`src/include/bersc_consts.svh`:
```
// register map, field positions, reset values and timing counts of the ber sync control block
`ifndef BERSC_CONSTS_SVH
`define BERSC_CONSTS_SVH

`define BERSC_ADDR_W 6
`define BERSC_REG_CTRL 6'h00
`define BERSC_REG_STATUS 6'h04
`define BERSC_REG_TGT_BITS 6'h08
`define BERSC_REG_TGT_ERRS 6'h0c
`define BERSC_REG_BIT_CNT 6'h10
`define BERSC_REG_ERR_CNT 6'h14
`define BERSC_REG_SL_CNT 6'h18
`define BERSC_REG_THRESH 6'h1c
`define BERSC_REG_IRQ_STAT 6'h20
`define BERSC_REG_IRQ_CLR 6'h24
`define BERSC_REG_IRQ_EN 6'h28

`define BERSC_CTRL_START 0
`define BERSC_CTRL_STOP 1
`define BERSC_CTRL_CLEAR 2
`define BERSC_CTRL_AUTO 3
`define BERSC_CTRL_ACT 4
`define BERSC_CTRL_FALL 5

`define BERSC_IRQ_W 4
`define BERSC_IRQ_DONE 0
`define BERSC_IRQ_SYNC 1
`define BERSC_IRQ_FAIL 2
`define BERSC_IRQ_LOSS 3

`define BERSC_TGT_BITS_RST 32'h3b9aca00
`define BERSC_TGT_ERRS_RST 32'h00989680
`define BERSC_TH_NUM_RST 16'h0064
`define BERSC_TH_DEN_RST 16'h03e8

// validity check after sync: 1000 bits, failure at 30 percent or more
`define BERSC_CHK_BITS 32'h000003e8
`define BERSC_FAIL_NUM 16'h001e
`define BERSC_FAIL_DEN 16'h0064

// reference pattern: nine-stage generator, taps at stages 9 and 5
`define BERSC_LFSR_W 9
`define BERSC_TAP_A 8
`define BERSC_TAP_B 4
`define BERSC_SEED_LAST 4'h8

`endif

```
`src/include/bersc_pkg.sv`:
```
// types shared by the ber sync control block
package bersc_pkg;

    typedef enum logic [1:0] {ST_IDLE, ST_HUNT, ST_MEAS} bersc_state_type;

    typedef enum logic [2:0]
    {
        CAUSE_NONE,
        CAUSE_OK,
        CAUSE_STOP,
        CAUSE_OVF_DATA,
        CAUSE_OVF_SYNC
    } bersc_cause_type;

    typedef struct packed {
        logic edge_fall;
        logic act_clear;
        logic auto_resync;
    } bersc_cfg_type;

    typedef struct packed {
        logic valid;
        logic data;
    } bersc_bit_type;

endpackage : bersc_pkg

```
`src/verilog/bersc_link_rx.sv`:
```
// link receiver: synchronises clock, data and enable, emits one pulse per enabled bit
`timescale 1ns/1ns
`include "bersc_consts.svh"

module bersc_link_rx
(
    input wire logic clk,
    input wire logic rst_n,
    input wire logic edge_fall,
    input wire logic link_clk,
    input wire logic link_data,
    input wire logic link_en,
    output bersc_pkg::bersc_bit_type bit_out
);

    logic [2:0] clk_s_q;
    logic [2:0] dat_s_q;
    logic [2:0] en_s_q;
    logic rise;
    logic fall;
    logic take;

    // stage 0 feeds stage 1 only; stage 2 holds the sample from before the edge
    always_ff @(posedge clk)
    begin
        if (!rst_n)
        begin
            clk_s_q <= 3'h0;
            dat_s_q <= 3'h0;
            en_s_q <= 3'h0;
        end
        else
        begin
            clk_s_q <= {clk_s_q[1:0], link_clk};
            dat_s_q <= {dat_s_q[1:0], link_data};
            en_s_q <= {en_s_q[1:0], link_en};
        end
    end

    assign rise = clk_s_q[1] & ~clk_s_q[2];
    assign fall = ~clk_s_q[1] & clk_s_q[2];
    assign take = (edge_fall ? fall : rise) & en_s_q[2];

    always_ff @(posedge clk)
    begin
        if (!rst_n)
        begin
            bit_out <= '0;
        end
        else
        begin
            bit_out.valid <= take;
            bit_out.data <= dat_s_q[2];
        end
    end

endmodule : bersc_link_rx

```
`src/verilog/bersc_top.sv`:
```
// ber sync control: pattern sync, validity check, resync, counting and termination
// Function
// - Auto resync off: 30% or more errors at 1000 bits after sync fails sync and resyncs.
// - A run that ends before 1000 bits after sync skips the validity check.
// - The run ends when the bit count or error count reaches its target, except on a bit that is also a sync-loss event or a validity-check failure.
// - The run stops as data-count overflow when the bit counter would pass its maximum.
// - The run stops as sync-loss overflow when the sync-loss tally would pass its maximum.
// - With auto resync on, a sync-loss event starts resynchronisation by itself.
// - Sync loss is not judged until the bits since sync reach the threshold denominator.
// - A sync-loss event carries out the follow-up action that the configuration selects.
// - Counter clear zeroes bit and error counts and does not end the run.
// - Sync-loss events are counted only while auto resync is on.
`timescale 1ns/1ns
`include "bersc_consts.svh"

module bersc_top
#(
    parameter int CNT_W = 32,
    parameter int SL_W = 16
)
(
    input wire logic MCLK,
    input wire logic RESET_N,
    input wire logic [`BERSC_ADDR_W-1:0] AVS_ADDRESS,
    input wire logic AVS_READ,
    input wire logic AVS_WRITE,
    input wire logic [31:0] AVS_WRITEDATA,
    input wire logic [3:0] AVS_BYTEENABLE,
    output logic [31:0] AVS_READDATA,
    output logic AVS_WAITREQUEST,
    input wire logic LINK_CLK,
    input wire logic LINK_DATA,
    input wire logic LINK_EN,
    output logic IRQ
);

    bersc_pkg::bersc_state_type state_q;
    bersc_pkg::bersc_cause_type cause_q;
    bersc_pkg::bersc_cfg_type cfg_q;
    bersc_pkg::bersc_bit_type rx_bit;
    logic [CNT_W-1:0] bit_cnt_q;
    logic [CNT_W-1:0] err_cnt_q;
    logic [CNT_W-1:0] base_bits_q;
    logic [CNT_W-1:0] base_errs_q;
    // targets keep the full register width so a narrow counter can still overflow
    logic [31:0] tgt_bits_q;
    logic [31:0] tgt_errs_q;
    logic [SL_W-1:0] sl_cnt_q;
    logic [15:0] th_num_q;
    logic [15:0] th_den_q;
    logic [15:0] win_bits_q;
    logic [15:0] win_errs_q;
    logic [`BERSC_LFSR_W-1:0] lfsr_q;
    logic [3:0] hunt_cnt_q;
    logic chk_done_q;
    logic [`BERSC_IRQ_W-1:0] irq_stat_q;
    logic [`BERSC_IRQ_W-1:0] irq_en_q;
    logic wait_q;
    logic [31:0] rdata_q;
    logic irq_q;

    function automatic logic ratio_ge(input logic [CNT_W-1:0] errs, input logic [CNT_W-1:0] bits,
                                      input logic [15:0] num, input logic [15:0] den);
        logic [CNT_W+15:0] lhs;
        logic [CNT_W+15:0] rhs;
        lhs = errs * den;
        rhs = bits * num;
        return lhs >= rhs;
    endfunction : ratio_ge

    function automatic logic [31:0] merge(input logic [31:0] old, input logic [31:0] nw,
                                          input logic [3:0] be);
        logic [31:0] res;
        res = old;
        for (int i = 0; i < 4; i++)
        begin
            if (be[i])
            begin
                res[8*i +: 8] = nw[8*i +: 8];
            end
        end
        return res;
    endfunction : merge

    bersc_link_rx u_rx
    (
        .clk(MCLK),
        .rst_n(RESET_N),
        .edge_fall(cfg_q.edge_fall),
        .link_clk(LINK_CLK),
        .link_data(LINK_DATA),
        .link_en(LINK_EN),
        .bit_out(rx_bit)
    );

    // bus decode: a request is taken in the cycle that waitrequest is low
    wire req = AVS_READ | AVS_WRITE;
    wire do_wr = AVS_WRITE & ~wait_q;
    wire wr_ctrl = do_wr & (AVS_ADDRESS == `BERSC_REG_CTRL);
    wire wr_tgt_b = do_wr & (AVS_ADDRESS == `BERSC_REG_TGT_BITS);
    wire wr_tgt_e = do_wr & (AVS_ADDRESS == `BERSC_REG_TGT_ERRS);
    wire wr_th = do_wr & (AVS_ADDRESS == `BERSC_REG_THRESH);
    wire wr_iclr = do_wr & (AVS_ADDRESS == `BERSC_REG_IRQ_CLR);
    wire wr_ien = do_wr & (AVS_ADDRESS == `BERSC_REG_IRQ_EN);
    wire [31:0] ctrl_wd = merge(32'h0, AVS_WRITEDATA, AVS_BYTEENABLE);
    wire start_cmd = wr_ctrl & ctrl_wd[`BERSC_CTRL_START];
    wire stop_cmd = wr_ctrl & ctrl_wd[`BERSC_CTRL_STOP] & ~start_cmd;
    wire clr_cmd = wr_ctrl & ctrl_wd[`BERSC_CTRL_CLEAR];

    // bit path
    wire ref_bit = lfsr_q[`BERSC_TAP_A] ^ lfsr_q[`BERSC_TAP_B];
    wire err_bit = rx_bit.data ^ ref_bit;
    wire hunt_bit = (state_q == bersc_pkg::ST_HUNT) & rx_bit.valid;
    wire meas_bit = (state_q == bersc_pkg::ST_MEAS) & rx_bit.valid;
    wire synced = hunt_bit & (hunt_cnt_q == `BERSC_SEED_LAST);
    wire [CNT_W-1:0] bits_nxt = bit_cnt_q + CNT_W'(1);
    wire [CNT_W-1:0] errs_nxt = err_cnt_q + CNT_W'(err_bit);
    wire [CNT_W-1:0] since_bits = bits_nxt - base_bits_q;
    wire [CNT_W-1:0] since_errs = errs_nxt - base_errs_q;
    wire [15:0] win_bits_nxt = win_bits_q + 16'h1;
    wire [15:0] win_errs_nxt = win_errs_q + 16'(err_bit);
    wire win_full = win_bits_nxt >= th_den_q;

    // a full counter cannot take one more bit
    // data overflow
    wire ovf_data = meas_bit & (bit_cnt_q == {CNT_W{1'b1}});
    // check only once, exactly at 1000 bits; shorter runs never reach it
    // validity check
    wire sync_fail = meas_bit & ~ovf_data & ~cfg_q.auto_resync & ~chk_done_q
                     & (since_bits == `BERSC_CHK_BITS)
                     & ratio_ge(since_errs, since_bits, `BERSC_FAIL_NUM, `BERSC_FAIL_DEN);
    wire sl_event = meas_bit & ~ovf_data & cfg_q.auto_resync & win_full
                    & ratio_ge(CNT_W'(win_errs_nxt), CNT_W'(win_bits_nxt), th_num_q, th_den_q);
    wire sl_ovf = sl_event & (sl_cnt_q == {SL_W{1'b1}});
    wire hit_target = meas_bit & ~ovf_data & ~sync_fail & ~sl_event
                      & ((32'(bits_nxt) >= tgt_bits_q) | (32'(errs_nxt) >= tgt_errs_q));
    wire count_bit = meas_bit & ~ovf_data & ~sync_fail;
    wire resync = sync_fail | (sl_event & ~sl_ovf);
    wire ending = stop_cmd | ovf_data | sl_ovf | hit_target;

    // run state and termination cause
    always_ff @(posedge MCLK)
    begin
        if (!RESET_N)
        begin
            state_q <= bersc_pkg::ST_IDLE;
            cause_q <= bersc_pkg::CAUSE_NONE;
        end
        else if (start_cmd)
        begin
            state_q <= bersc_pkg::ST_HUNT;
            cause_q <= bersc_pkg::CAUSE_NONE;
        end
        else if (state_q != bersc_pkg::ST_IDLE && ending)
        begin
            state_q <= bersc_pkg::ST_IDLE;
            cause_q <= stop_cmd ? bersc_pkg::CAUSE_STOP :
                       ovf_data ? bersc_pkg::CAUSE_OVF_DATA :
                       sl_ovf ? bersc_pkg::CAUSE_OVF_SYNC : bersc_pkg::CAUSE_OK;
        end
        else if (synced)
        begin
            state_q <= bersc_pkg::ST_MEAS;
        end
        else if (resync)
        begin
            state_q <= bersc_pkg::ST_HUNT;
        end
    end

    // reference generator: seeded from the stream while hunting, free-running while measuring
    always_ff @(posedge MCLK)
    begin
        if (!RESET_N)
        begin
            lfsr_q <= '0;
            hunt_cnt_q <= 4'h0;
        end
        else if (start_cmd || resync)
        begin
            hunt_cnt_q <= 4'h0;
        end
        else if (hunt_bit)
        begin
            lfsr_q <= {lfsr_q[`BERSC_LFSR_W-2:0], rx_bit.data};
            hunt_cnt_q <= hunt_cnt_q + 4'h1;
        end
        else if (meas_bit)
        begin
            lfsr_q <= {lfsr_q[`BERSC_LFSR_W-2:0], ref_bit};
        end
    end

    // bit and error totals; clear from software outranks any counting in the same cycle
    always_ff @(posedge MCLK)
    begin
        if (!RESET_N)
        begin
            bit_cnt_q <= '0;
            err_cnt_q <= '0;
            base_bits_q <= '0;
            base_errs_q <= '0;
        end
        else if (start_cmd || clr_cmd)
        begin
            bit_cnt_q <= '0;
            err_cnt_q <= '0;
            base_bits_q <= '0;
            base_errs_q <= '0;
        end
        else if (sync_fail)
        begin
            bit_cnt_q <= base_bits_q;
            err_cnt_q <= base_errs_q;
        end
        else if (sl_event && cfg_q.act_clear)
        begin
            bit_cnt_q <= '0;
            err_cnt_q <= '0;
            base_bits_q <= '0;
            base_errs_q <= '0;
        end
        else if (count_bit)
        begin
            bit_cnt_q <= bits_nxt;
            err_cnt_q <= errs_nxt;
        end
        else if (synced)
        begin
            base_bits_q <= bit_cnt_q;
            base_errs_q <= err_cnt_q;
        end
    end

    // loss window, validity-check flag and sync-loss tally
    always_ff @(posedge MCLK)
    begin
        if (!RESET_N)
        begin
            win_bits_q <= 16'h0;
            win_errs_q <= 16'h0;
            chk_done_q <= 1'b0;
            sl_cnt_q <= '0;
        end
        else
        begin
            if (synced || (count_bit && win_full))
            begin
                win_bits_q <= 16'h0;
                win_errs_q <= 16'h0;
            end
            else if (count_bit)
            begin
                win_bits_q <= win_bits_nxt;
                win_errs_q <= win_errs_nxt;
            end
            if (synced)
            begin
                chk_done_q <= 1'b0;
            end
            else if (meas_bit && since_bits == `BERSC_CHK_BITS)
            begin
                chk_done_q <= 1'b1;
            end
            if (start_cmd)
            begin
                sl_cnt_q <= '0;
            end
            else if (sl_event && !sl_ovf)
            begin
                sl_cnt_q <= sl_cnt_q + SL_W'(1);
            end
        end
    end

    // software-side registers; a hardware set beats a clear in the same cycle
    wire [`BERSC_IRQ_W-1:0] irq_set = {sl_event, sync_fail, synced,
                                       state_q != bersc_pkg::ST_IDLE && ending};
    wire [`BERSC_IRQ_W-1:0] irq_clr = wr_iclr ? AVS_WRITEDATA[`BERSC_IRQ_W-1:0] : '0;

    always_ff @(posedge MCLK)
    begin
        if (!RESET_N)
        begin
            cfg_q <= '0;
            tgt_bits_q <= `BERSC_TGT_BITS_RST;
            tgt_errs_q <= `BERSC_TGT_ERRS_RST;
            th_num_q <= `BERSC_TH_NUM_RST;
            th_den_q <= `BERSC_TH_DEN_RST;
            irq_stat_q <= '0;
            irq_en_q <= '0;
            irq_q <= 1'b0;
        end
        else
        begin
            if (wr_ctrl)
            begin
                cfg_q <= {ctrl_wd[`BERSC_CTRL_FALL], ctrl_wd[`BERSC_CTRL_ACT],
                          ctrl_wd[`BERSC_CTRL_AUTO]};
            end
            if (wr_tgt_b)
            begin
                tgt_bits_q <= merge(tgt_bits_q, AVS_WRITEDATA, AVS_BYTEENABLE);
            end
            if (wr_tgt_e)
            begin
                tgt_errs_q <= merge(tgt_errs_q, AVS_WRITEDATA, AVS_BYTEENABLE);
            end
            if (wr_th)
            begin
                {th_den_q, th_num_q} <= merge({th_den_q, th_num_q}, AVS_WRITEDATA,
                                              AVS_BYTEENABLE);
            end
            if (wr_ien)
            begin
                irq_en_q <= AVS_WRITEDATA[`BERSC_IRQ_W-1:0];
            end
            irq_stat_q <= (irq_stat_q & ~irq_clr) | irq_set;
            irq_q <= |(((irq_stat_q & ~irq_clr) | irq_set) & irq_en_q);
        end
    end

    // read mux; unmapped addresses read zero and ignore writes
    wire [31:0] status_word = {26'h0, state_q == bersc_pkg::ST_MEAS, cause_q, state_q};
    wire [31:0] rd_mux =
        (AVS_ADDRESS == `BERSC_REG_CTRL) ? {26'h0, cfg_q, 3'h0} :
        (AVS_ADDRESS == `BERSC_REG_STATUS) ? status_word :
        (AVS_ADDRESS == `BERSC_REG_TGT_BITS) ? tgt_bits_q :
        (AVS_ADDRESS == `BERSC_REG_TGT_ERRS) ? tgt_errs_q :
        (AVS_ADDRESS == `BERSC_REG_BIT_CNT) ? 32'(bit_cnt_q) :
        (AVS_ADDRESS == `BERSC_REG_ERR_CNT) ? 32'(err_cnt_q) :
        (AVS_ADDRESS == `BERSC_REG_SL_CNT) ? 32'(sl_cnt_q) :
        (AVS_ADDRESS == `BERSC_REG_THRESH) ? {th_den_q, th_num_q} :
        (AVS_ADDRESS == `BERSC_REG_IRQ_STAT) ? 32'(irq_stat_q) :
        (AVS_ADDRESS == `BERSC_REG_IRQ_EN) ? 32'(irq_en_q) : 32'h0;

    // one wait cycle per request: data is captured while waitrequest is high
    always_ff @(posedge MCLK)
    begin
        if (!RESET_N)
        begin
            wait_q <= 1'b1;
            rdata_q <= 32'h0;
        end
        else
        begin
            wait_q <= ~(req & wait_q);
            if (AVS_READ && wait_q)
            begin
                rdata_q <= rd_mux;
            end
        end
    end

    assign AVS_WAITREQUEST = wait_q;
    assign AVS_READDATA = rdata_q;
    assign IRQ = irq_q;

    chk_skip_a: assert property (@(posedge MCLK) disable iff (!RESET_N)
        sync_fail |-> (since_bits == `BERSC_CHK_BITS) && !chk_done_q && !cfg_q.auto_resync)
        else $error("validity check fired off the 1000-bit point");

    fail_resync_a: assert property (@(posedge MCLK) disable iff (!RESET_N)
        (sync_fail && !start_cmd && !stop_cmd) |=> state_q == bersc_pkg::ST_HUNT)
        else $error("sync failure did not return to hunting");

    target_end_a: assert property (@(posedge MCLK) disable iff (!RESET_N)
        (hit_target && !start_cmd && !stop_cmd)
        |=> state_q == bersc_pkg::ST_IDLE && cause_q == bersc_pkg::CAUSE_OK)
        else $error("target reached but run did not end normally");

    data_ovf_a: assert property (@(posedge MCLK) disable iff (!RESET_N)
        (ovf_data && !start_cmd && !stop_cmd && !clr_cmd)
        |=> cause_q == bersc_pkg::CAUSE_OVF_DATA && bit_cnt_q == $past(bit_cnt_q))
        else $error("bit counter overflow not handled");

    loss_ovf_a: assert property (@(posedge MCLK) disable iff (!RESET_N)
        (sl_ovf && !start_cmd && !stop_cmd)
        |=> state_q == bersc_pkg::ST_IDLE && cause_q == bersc_pkg::CAUSE_OVF_SYNC)
        else $error("sync-loss tally overflow not handled");

    auto_resync_a: assert property (@(posedge MCLK) disable iff (!RESET_N)
        (sl_event && !sl_ovf && !start_cmd && !stop_cmd)
        |=> state_q == bersc_pkg::ST_HUNT ##1 hunt_cnt_q == 4'h0)
        else $error("sync loss did not start resync");

    loss_wait_a: assert property (@(posedge MCLK) disable iff (!RESET_N)
        sl_event |-> (win_bits_q + 16'h1) >= th_den_q && cfg_q.auto_resync)
        else $error("sync loss judged before window was full");

    loss_action_a: assert property (@(posedge MCLK) disable iff (!RESET_N)
        (sl_event && cfg_q.act_clear && !sync_fail) |=> bit_cnt_q == '0 && err_cnt_q == '0)
        else $error("clearing loss action left counts");

    clear_keep_a: assert property (@(posedge MCLK) disable iff (!RESET_N)
        (clr_cmd && !start_cmd && state_q == bersc_pkg::ST_MEAS && !ending && !resync)
        |=> bit_cnt_q == '0 && err_cnt_q == '0 && state_q == bersc_pkg::ST_MEAS)
        else $error("counter clear misbehaved");

    tally_auto_a: assert property (@(posedge MCLK) disable iff (!RESET_N)
        (!cfg_q.auto_resync && !start_cmd) |=> sl_cnt_q == $past(sl_cnt_q))
        else $error("sync loss counted with auto resync off");

    fail_discard_a: assert property (@(posedge MCLK) disable iff (!RESET_N)
        (sync_fail && !start_cmd && !clr_cmd)
        |=> bit_cnt_q == $past(base_bits_q) && err_cnt_q == $past(base_errs_q))
        else $error("failed sync counts were kept");

endmodule : bersc_top
```
`config.mk`:
```
export PLATFORM = sky130hd
export DESIGN_NAME = bersc_top
export DESIGN_NICKNAME = d
export VERILOG_FILES = /design/src/include/bersc_pkg.sv /design/src/verilog/bersc_link_rx.sv /design/src/verilog/bersc_top.sv
export VERILOG_INCLUDE_DIRS = /design/src /design/src/include
export SDC_FILE = /design/constraint.sdc
export NUM_CORES = 2
export LEC_CHECK = 0
export CAP_MARGIN = 10
export CELL_PAD_IN_SITES_DETAIL_PLACEMENT = 1
export CELL_PAD_IN_SITES_GLOBAL_PLACEMENT = 1
export CORE_MARGIN = 2
export CORE_UTILIZATION = 46
export CTS_CLUSTER_SIZE = 8
export DETAILED_ROUTE_END_ITERATION = 16
export DONT_BUFFER_PORTS = 1
export HOLD_SLACK_MARGIN = 0.1
export PLACE_DENSITY = 0.87
export SETUP_SLACK_MARGIN = 0.5
export SLEW_MARGIN = 15
export SYNTH_ARGS = -nofsm -noshare
export SYNTH_HDL_FRONTEND = slang
export SYNTH_HIERARCHICAL = 1
export SYNTH_SLANG_ARGS = --single-unit
```
`constraint.sdc`:
```
create_clock -name MCLK -period 13.16 [get_ports MCLK]
set_input_delay 2.632 -clock MCLK [delete_from_list [all_inputs] [get_ports MCLK]]
set_output_delay 2.632 -clock MCLK [all_outputs]
set_load 0.01 [all_outputs]
```
Yosys cells after proc, flatten, opt, wreduce, memory -nomap -nowiden
Cells that the tools add are included.
{"block": "op_classes", "n_lt_le_gt_ge": 5, "bitwise": 57, "multipliers": 4, "addsub": 8, "n_reduce_logical": 38, "n_eq_ne": 17, "mux": 34}
{"operator": "2-to-1 mux 32 bit", "n": 20}
{"operator": ">= comparator 32 bit", "n": 3}
{"operator": "multiplier 16 x 16 -> 32 bit", "n": 2}
{"operator": "subtractor 32 bit", "n": 2}
{"operator": ">= comparator 39 x 37 -> 1 bit", "n": 1}
{"operator": "multiplier 32 x 5 -> 37 bit (second input constant)", "n": 1}
{"operator": "multiplier 32 x 4 -> 36 bit (second input constant)", "n": 1}
{"operator": "adder 16 x 1 -> 16 bit (second input constant)", "n": 2}
{"operator": "adder 32 x 1 -> 32 bit", "n": 1}
{"operator": "adder 32 x 1 -> 32 bit (second input constant)", "n": 1}
{"operator": "AND 1 bit", "n": 32}
{"operator": "== test 32 x 10 -> 1 bit (second input constant)", "n": 1}
{"operator": "== test 32 bit (second input constant)", "n": 1}
{"operator": "AND reduction 2 bit", "n": 13}
{"operator": "== test 6 x 5 -> 1 bit (second input constant)", "n": 4}
{"operator": "== test 6 bit (second input constant)", "n": 3}
{"operator": "2-to-1 mux 9 bit", "n": 2}
{"operator": "adder 16 x 1 -> 16 bit", "n": 1}
{"operator": "== test 16 bit (second input constant)", "n": 1}
{"operator": ">= comparator 16 bit", "n": 1}
{"operator": "inverter 1 bit", "n": 13}
{"operator": "== test 6 x 4 -> 1 bit (second input constant)", "n": 2}
{"operator": "2-to-1 mux 4 bit", "n": 3}
{"operator": "OR reduction 2 bit", "n": 5}
{"operator": "other kinds (25)", "n": 47}
{"block": "word_totals", "output_inout_bits": 34, "input_bits": 49, "elab_cells": 201, "reg_bits": 347}

Longest topological paths before layout
{"block": "depth", "word_depth": 18, "mapped_depth": 50, "ltp_nobuf": 48}

Hierarchy
The synthesis kept the hierarchy.
{"mod": "bersc_top", "n_inst": 1, "cells_each": 5662, "area_per_inst_um2": 45890.3, "seq_area_each_um2": 6726.5}
{"mod": "bersc_link_rx", "n_inst": 1, "cells_each": 26, "area_per_inst_um2": 315.3, "seq_area_each_um2": 220.2}

Worst setup path before layout
No wires, ideal clock.
{"block": "synth_path", "path_kind": "reg2reg", "startpoint": "register lfsr_q[8]", "endpoint": "register sl_cnt_q[15]", "required_ps": 13032, "synth_period_minus_slack_ps": 10562, "stages_incl_launch_ff": 46, "arrival_ps": 10434, "path_slack_ps": 2598, "path_buffers": 3, "setup_time_ps": 128, "cell_sequence": "dfxtp_1 xnor2_1 xnor2_1 ha_1 nand3_1 nor2_1 and3_1 and3_1 and3_1 xor2_1 clkbuf_1 nand2_1 fa_1 fa_1 inv_1 fa_1 fa_1 fa_1 [... 10 more ...] a31oi_1 o21bai_1 a2111oi_0 nor3_1 xor2_1 ha_1 nand4_1 nor2_1 nand3_1 nor3b_1 o2111a_1 nor2b_1 clkbuf_1 and3_1 clkbuf_1 nand4_1 xor2_1 nor2_1"}
{"block": "synth_via", "elab_chain_cells": 9}
{"item": "start, declared", "line_no": "bersc_top.sv:53", "text": "logic [`BERSC_LFSR_W-1:0] lfsr_q;"}
{"item": "start signal, assigned", "line_no": "bersc_top.sv:185", "text": "lfsr_q <= {lfsr_q[`BERSC_LFSR_W-2:0], rx_bit.data};"}
{"item": "start signal, assigned", "line_no": "bersc_top.sv:190", "text": "lfsr_q <= {lfsr_q[`BERSC_LFSR_W-2:0], ref_bit};"}
{"item": "bitwise XOR 1 bit *", "line_no": "bersc_top.sv:111", "text": "wire ref_bit = lfsr_q[`BERSC_TAP_A] ^ lfsr_q[`BERSC_TAP_B];"}
{"item": "bitwise XOR 1 bit *", "line_no": "bersc_top.sv:112", "text": "wire err_bit = rx_bit.data ^ ref_bit;"}
{"item": "adder 16 x 1 -> 16 bit *", "line_no": "bersc_top.sv:121", "text": "wire [15:0] win_errs_nxt = win_errs_q + 16'(err_bit);"}
{"item": "multiplier 16 x 16 -> 32 bit *", "line_no": "bersc_top.sv:66", "text": "lhs = errs * den;"}
{"item": ">= comparator 32 bit *", "line_no": "bersc_top.sv:68", "text": "return lhs >= rhs;"}
{"item": "AND 1 bit *", "line_no": "bersc_top.sv:133", "text": "& ratio_ge(CNT_W'(win_errs_nxt), CNT_W'(win_bits_nxt), th_num_q, th_den_q);"}
{"item": "AND 1 bit", "line_no": "bersc_top.sv:134", "text": "wire sl_ovf = sl_event & (sl_cnt_q == {SL_W{1'b1}});"}
{"item": "zero test 1 bit", "line_no": "bersc_top.sv:269", "text": "else if (sl_event && !sl_ovf)"}
{"item": "logical AND 1 bit *", "line_no": "bersc_top.sv:269"}
{"item": "end signal, assigned", "line_no": "bersc_top.sv:271", "text": "sl_cnt_q <= sl_cnt_q + SL_W'(1);"}
{"item": "end, declared", "line_no": "bersc_top.sv:48", "text": "logic [SL_W-1:0] sl_cnt_q;"}
Mark *: on every way between the ends. The rest lies on a longest branch, timed or not.
A chain may end at the register's enable or synchronous reset.

Worst setup path in the final report
{"block": "layout_path", "startpoint": "register lfsr_q[8]", "endpoint": "register bit_cnt_q[22]"}
{"block": "layout_via", "elab_chain_cells": 10, "word_cells_on_any_way": 17, "cone_classes": "add/sub (3); mul (2); order compare (2); mux (2); bitwise (6); reduce/logical (2)"}
{"item": "bitwise XOR 1 bit *", "line_no": "bersc_top.sv:111"}
{"item": "bitwise XOR 1 bit *", "line_no": "bersc_top.sv:112"}
{"item": "adder 32 x 1 -> 32 bit", "line_no": "bersc_top.sv:117", "text": "wire [CNT_W-1:0] errs_nxt = err_cnt_q + CNT_W'(err_bit);"}
{"item": "subtractor 32 bit", "line_no": "bersc_top.sv:119", "text": "wire [CNT_W-1:0] since_errs = errs_nxt - base_errs_q;"}
{"item": "multiplier 32 x 5 -> 37 bit", "line_no": "bersc_top.sv:66"}
{"item": ">= comparator 39 x 37 -> 1 bit", "line_no": "bersc_top.sv:68"}
{"item": "AND 1 bit", "line_no": "bersc_top.sv:129", "text": "wire sync_fail = meas_bit & ~ovf_data & ~cfg_q.auto_resync & ~chk_done_q"}
{"item": "inverter 1 bit (no source line)"}
{"item": "AND 1 bit", "line_no": "bersc_top.sv:137", "text": "wire count_bit = meas_bit & ~ovf_data & ~sync_fail;"}
{"item": "nonzero test 3 bit (no source line)"}
{"item": "end signal, assigned", "line_no": "bersc_top.sv:213", "text": "bit_cnt_q <= base_bits_q;"}
{"item": "end signal, assigned", "line_no": "bersc_top.sv:225", "text": "bit_cnt_q <= bits_nxt;"}
{"item": "end, declared", "line_no": "bersc_top.sv:41", "text": "logic [CNT_W-1:0] bit_cnt_q;"}
Marks and branches as above.

==> metrics.yaml <==
status: "completed"
layout-drive-gt1-share: 0.03208
cts.sinks: 347
start_util: 0.4627
drt_iter0_drc: 3282
grt_pass1_vias: 45090
grt_max_degree: 176
finalCriticalPeriod_ns: 12.08
worst_slew_pin_slew_ns: 1.164
cts_buffer_depth: 3
yosysUniqueCellTypes: 87
syn_area_per_cell_um2: 8.123
endpoint_kind: "register"
min-delay-start: "u_rx/en_s_q[1]$_SDFF_PN0_"
reg2reg_slack_ns: 1.08
max_slew_margin: 0.2237
fin_skew_ns: 0.06207
timing_hold_violations_final: 0
htree_levels: 2
syn2layout_area_growth_pct: 5.724
rows: 116
cp.required_ns: 13.56
layout.nets: 6643
setup_viol: 0
cp_max_fo: 16
antenna_cells: 0
regArea_um2: 6947
worstSkewPairLatency_ns: 0.61
overflow: 0
core_um2: 99860
synth-edff-count: 0
leakage_nw: 22.94
cp_common_cell: "fa_1"
criticalPathCategory: "register to register"
io_pins: 83
cts_hold_buffers: 0
vias: 41320
netlist_instances: 5688
ir_drop_mv: 0.2984
max_freq_mhz: 82.77
cts_tree: "done"
clk_pin_slew_ns: 0.06
drc: 0
rr_worst_depth: 42
synthArstFlopShare: 0
slowest_delay_ns: 0.79
rsz0062_at_grt: "false"
ys_seq_area_frac: 0.1503
antenna_found_initial: 6
cap_violations: 0
rr_endpoint: "bit_cnt_q[22]$_SDFFE_PP0P_"
dp_slack_ns: 0.4040
crit_slowest_cell: "xor2_1"
nFillCells: 12020
fin_crit_sh: 0.9181
gp_congestion: 0.9380
syn_area_um2: 46210
synth_ff_type: "dfxtp_1"
synth-seq-cells: 347
totalWireLength_um: 157600
ant_nets: 0
grtUsageTotal: 0.3039
clock-root-buffer: "clkbuf_16"
power_density_nw_per_um2: 144.0
cp-start-kind: "register"
multi_input_area_um2: 35330
maxSlewViolCount: 0
yosys_warnings: 6
hpwl_um: 123300
holdPathStages: 1
grt_pass1_wl_um: 249000
via_per_inst: 6.034
numCtsBuffers: 49
finalSetupTns_ns: 0
synth_fp_nets: 6786
die_area_um2: 103000
min_to: "u_rx/en_s_q[2]$_SDFF_PN0_"
die_x_um: 320.9
firstDrtPassIters: 7
port_buffers: 0
hold_path_class: "register to register"
die_h_um: 320.9
timing.hold.ws_ns: 0.4373
r2r-start: "lfsr_q[8]$_SDFFE_PN0P_"
cp.arrival_ns: 12.48
layout_setup_ws_ns: 1.078
wire_per_inst_um: 23.01
cell usage after synthesis (all sizes together), types with 14 or more instances:
cell / count / share of area
clkbuf: 225 / 0.018
o211ai: 45 / 0.0073
a21o: 104 / 0.017
inv: 815 / 0.066
ha: 586 / 0.16
a21oi: 408 / 0.044
xor2: 129 / 0.025
xnor2: 171 / 0.033
a222oi: 18 / 0.0039
mux2i: 33 / 0.0071
o21ai: 202 / 0.022
nand3: 193 / 0.021
a21boi: 54 / 0.0088
nor2: 245 / 0.020
nand2: 692 / 0.056
nor4: 18 / 0.0024
nand4: 48 / 0.0065
buf: 38 / 0.0038
a31oi: 35 / 0.0047
a22oi: 69 / 0.011
o21bai: 29 / 0.0047
o21a: 40 / 0.0065
nand2b: 41 / 0.0056
or3: 16 / 0.0022
and2: 207 / 0.028
a32o: 14 / 0.0030
nor3b: 15 / 0.0027
and3: 70 / 0.0095
a211oi: 22 / 0.0036
fa: 463 / 0.20
dfxtp: 347 / 0.15
nor2b: 110 / 0.015
nor3: 45 / 0.0050
where the power goes:
| part | leakage (nW) | internal [mW] | total [mW] | switching (mW) |
|---|---|---|---|---|
| combinational | 19.5 | 1.99 | 4.77 | 2.78 |
| sequential | 2.80 | 1.06 | 1.08 | 0.0169 |
| clock | 0.655 | 0.690 | 1.19 | 0.500 |
stage by stage:
stage	total power [mW]	instances	area [µm²]	util
after floorplan	4.575	5688	46210	-
after global placement	5.443	6790	47430	0.4750
after detailed placement	5.782	6790	47430	0.4750
after CTS	6.995	6845	48770	0.4884
after global routing	7.648	6847	48850	0.4892
final	7.037	6847	48850	0.4892
flip-flops by register name (all words and copies together), names as in the netlist, 9 cells and up:
register and flops:
tgt_bits_q 32, base_errs_q 32, base_bits_q 32, tgt_errs_q 32, win_bits_q 16, AVS_READDATA 32, win_errs_q 16, sl_cnt_q 16
bit_cnt_q 32, th_den_q 16, lfsr_q 9, err_cnt_q 32, th_num_q 16
cell families (layout without fill, tap and decap cells):
group | after synthesis | after routing | synth area share
xor gates and xnor gates | 300 | 300 | 0.05719
DFF | 347 | 347 | 0.1503
buffers and inverters | 1078 | 939 | 0.08828
AOI/OAI and AO/OA | 1136 | 1136 | 0.1558
muxes | 36 | 36 | 0.007880
adders and majority gates | 1050 | 1050 | 0.3595
and+or+nand+nor | 1741 | 1741 | 0.1811
layer usage:
metal,up-vias,global-route usage,routed length (µm)
li1,18520,-,-
met4,4,0.1239,7070
met2,1586,0.5049,73270
met5,-,0,11
met3,499,0.07247,13400
met1,20710,0.3784,63800
critical path: cells and delay by family, from the launching register on:
family | cells | cell delay (ns)
fa+ha+maj | 10 | 4.32
compound gates | 11 | 2.88
simple gates | 12 | 2.14
xor+xnor | 4 | 1.54
buf+inv | 5 | 0.68
flops | 1 | 0.32
repair_timing:
action | CTS | global route
cloned | 0 | 0
buffers inserted | 0 | 2
endpoints found under the setup margin | 20 | 177
pin swaps | 0 | 1
resized for setup | 1 | 13
worst max-delay path by stage:
stage	start	end	slack [ns]	cells after the start
floorplan	lfsr_q[8]$_SDFFE_PN0P_	sl_cnt_q[15]$_SDFFE_PP0P_	2.60	45
global placement	lfsr_q[4]$_SDFFE_PN0P_	sl_cnt_q[15]$_SDFFE_PP0P_	0.91	43
detailed placement	lfsr_q[4]$_SDFFE_PN0P_	sl_cnt_q[15]$_SDFFE_PP0P_	0.40	43
CTS	lfsr_q[4]$_SDFFE_PN0P_	sl_cnt_q[9]$_SDFFE_PP0P_	0.51	43
global route	lfsr_q[8]$_SDFFE_PN0P_	bit_cnt_q[22]$_SDFFE_PP0P_	0.40	44
finish	lfsr_q[8]$_SDFFE_PN0P_	bit_cnt_q[22]$_SDFFE_PP0P_	1.08	42
area by class of cell:
type                       count  area share
clock buffer                  54     0.02677
tap                         1298     0.03325
timing repair buffer          69     0.01137
multi-input combinational   4263      0.7232
clock inverter                 1   0.0006147
sequential                   347      0.1422
inverter                     815     0.06262
cell usage in the layout, fill, tap and decap left out, types with 20 or more instances in the layout:
master / instances
a211oi_1: 20
a21boi_0: 53
a21o_1: 104
a21oi_1: 406
a22oi_1: 69
a31oi_1: 34
and2_1: 206
and3_1: 70
buf_4: 66
clkbuf_16: 51
dfxtp_1: 347
fa_1: 463
ha_1: 586
inv_1: 814
mux2i_1: 33
nand2_1: 691
nand2b_1: 40
nand3_1: 193
nand4_1: 48
nor2_1: 239
nor2b_1: 108
nor3_1: 42
o211ai_1: 45
o21a_1: 40
o21ai_0: 173
o21ai_1: 27
o21bai_1: 29
xnor2_1: 168
xor2_1: 126
(Power assumes the default switching activity.)
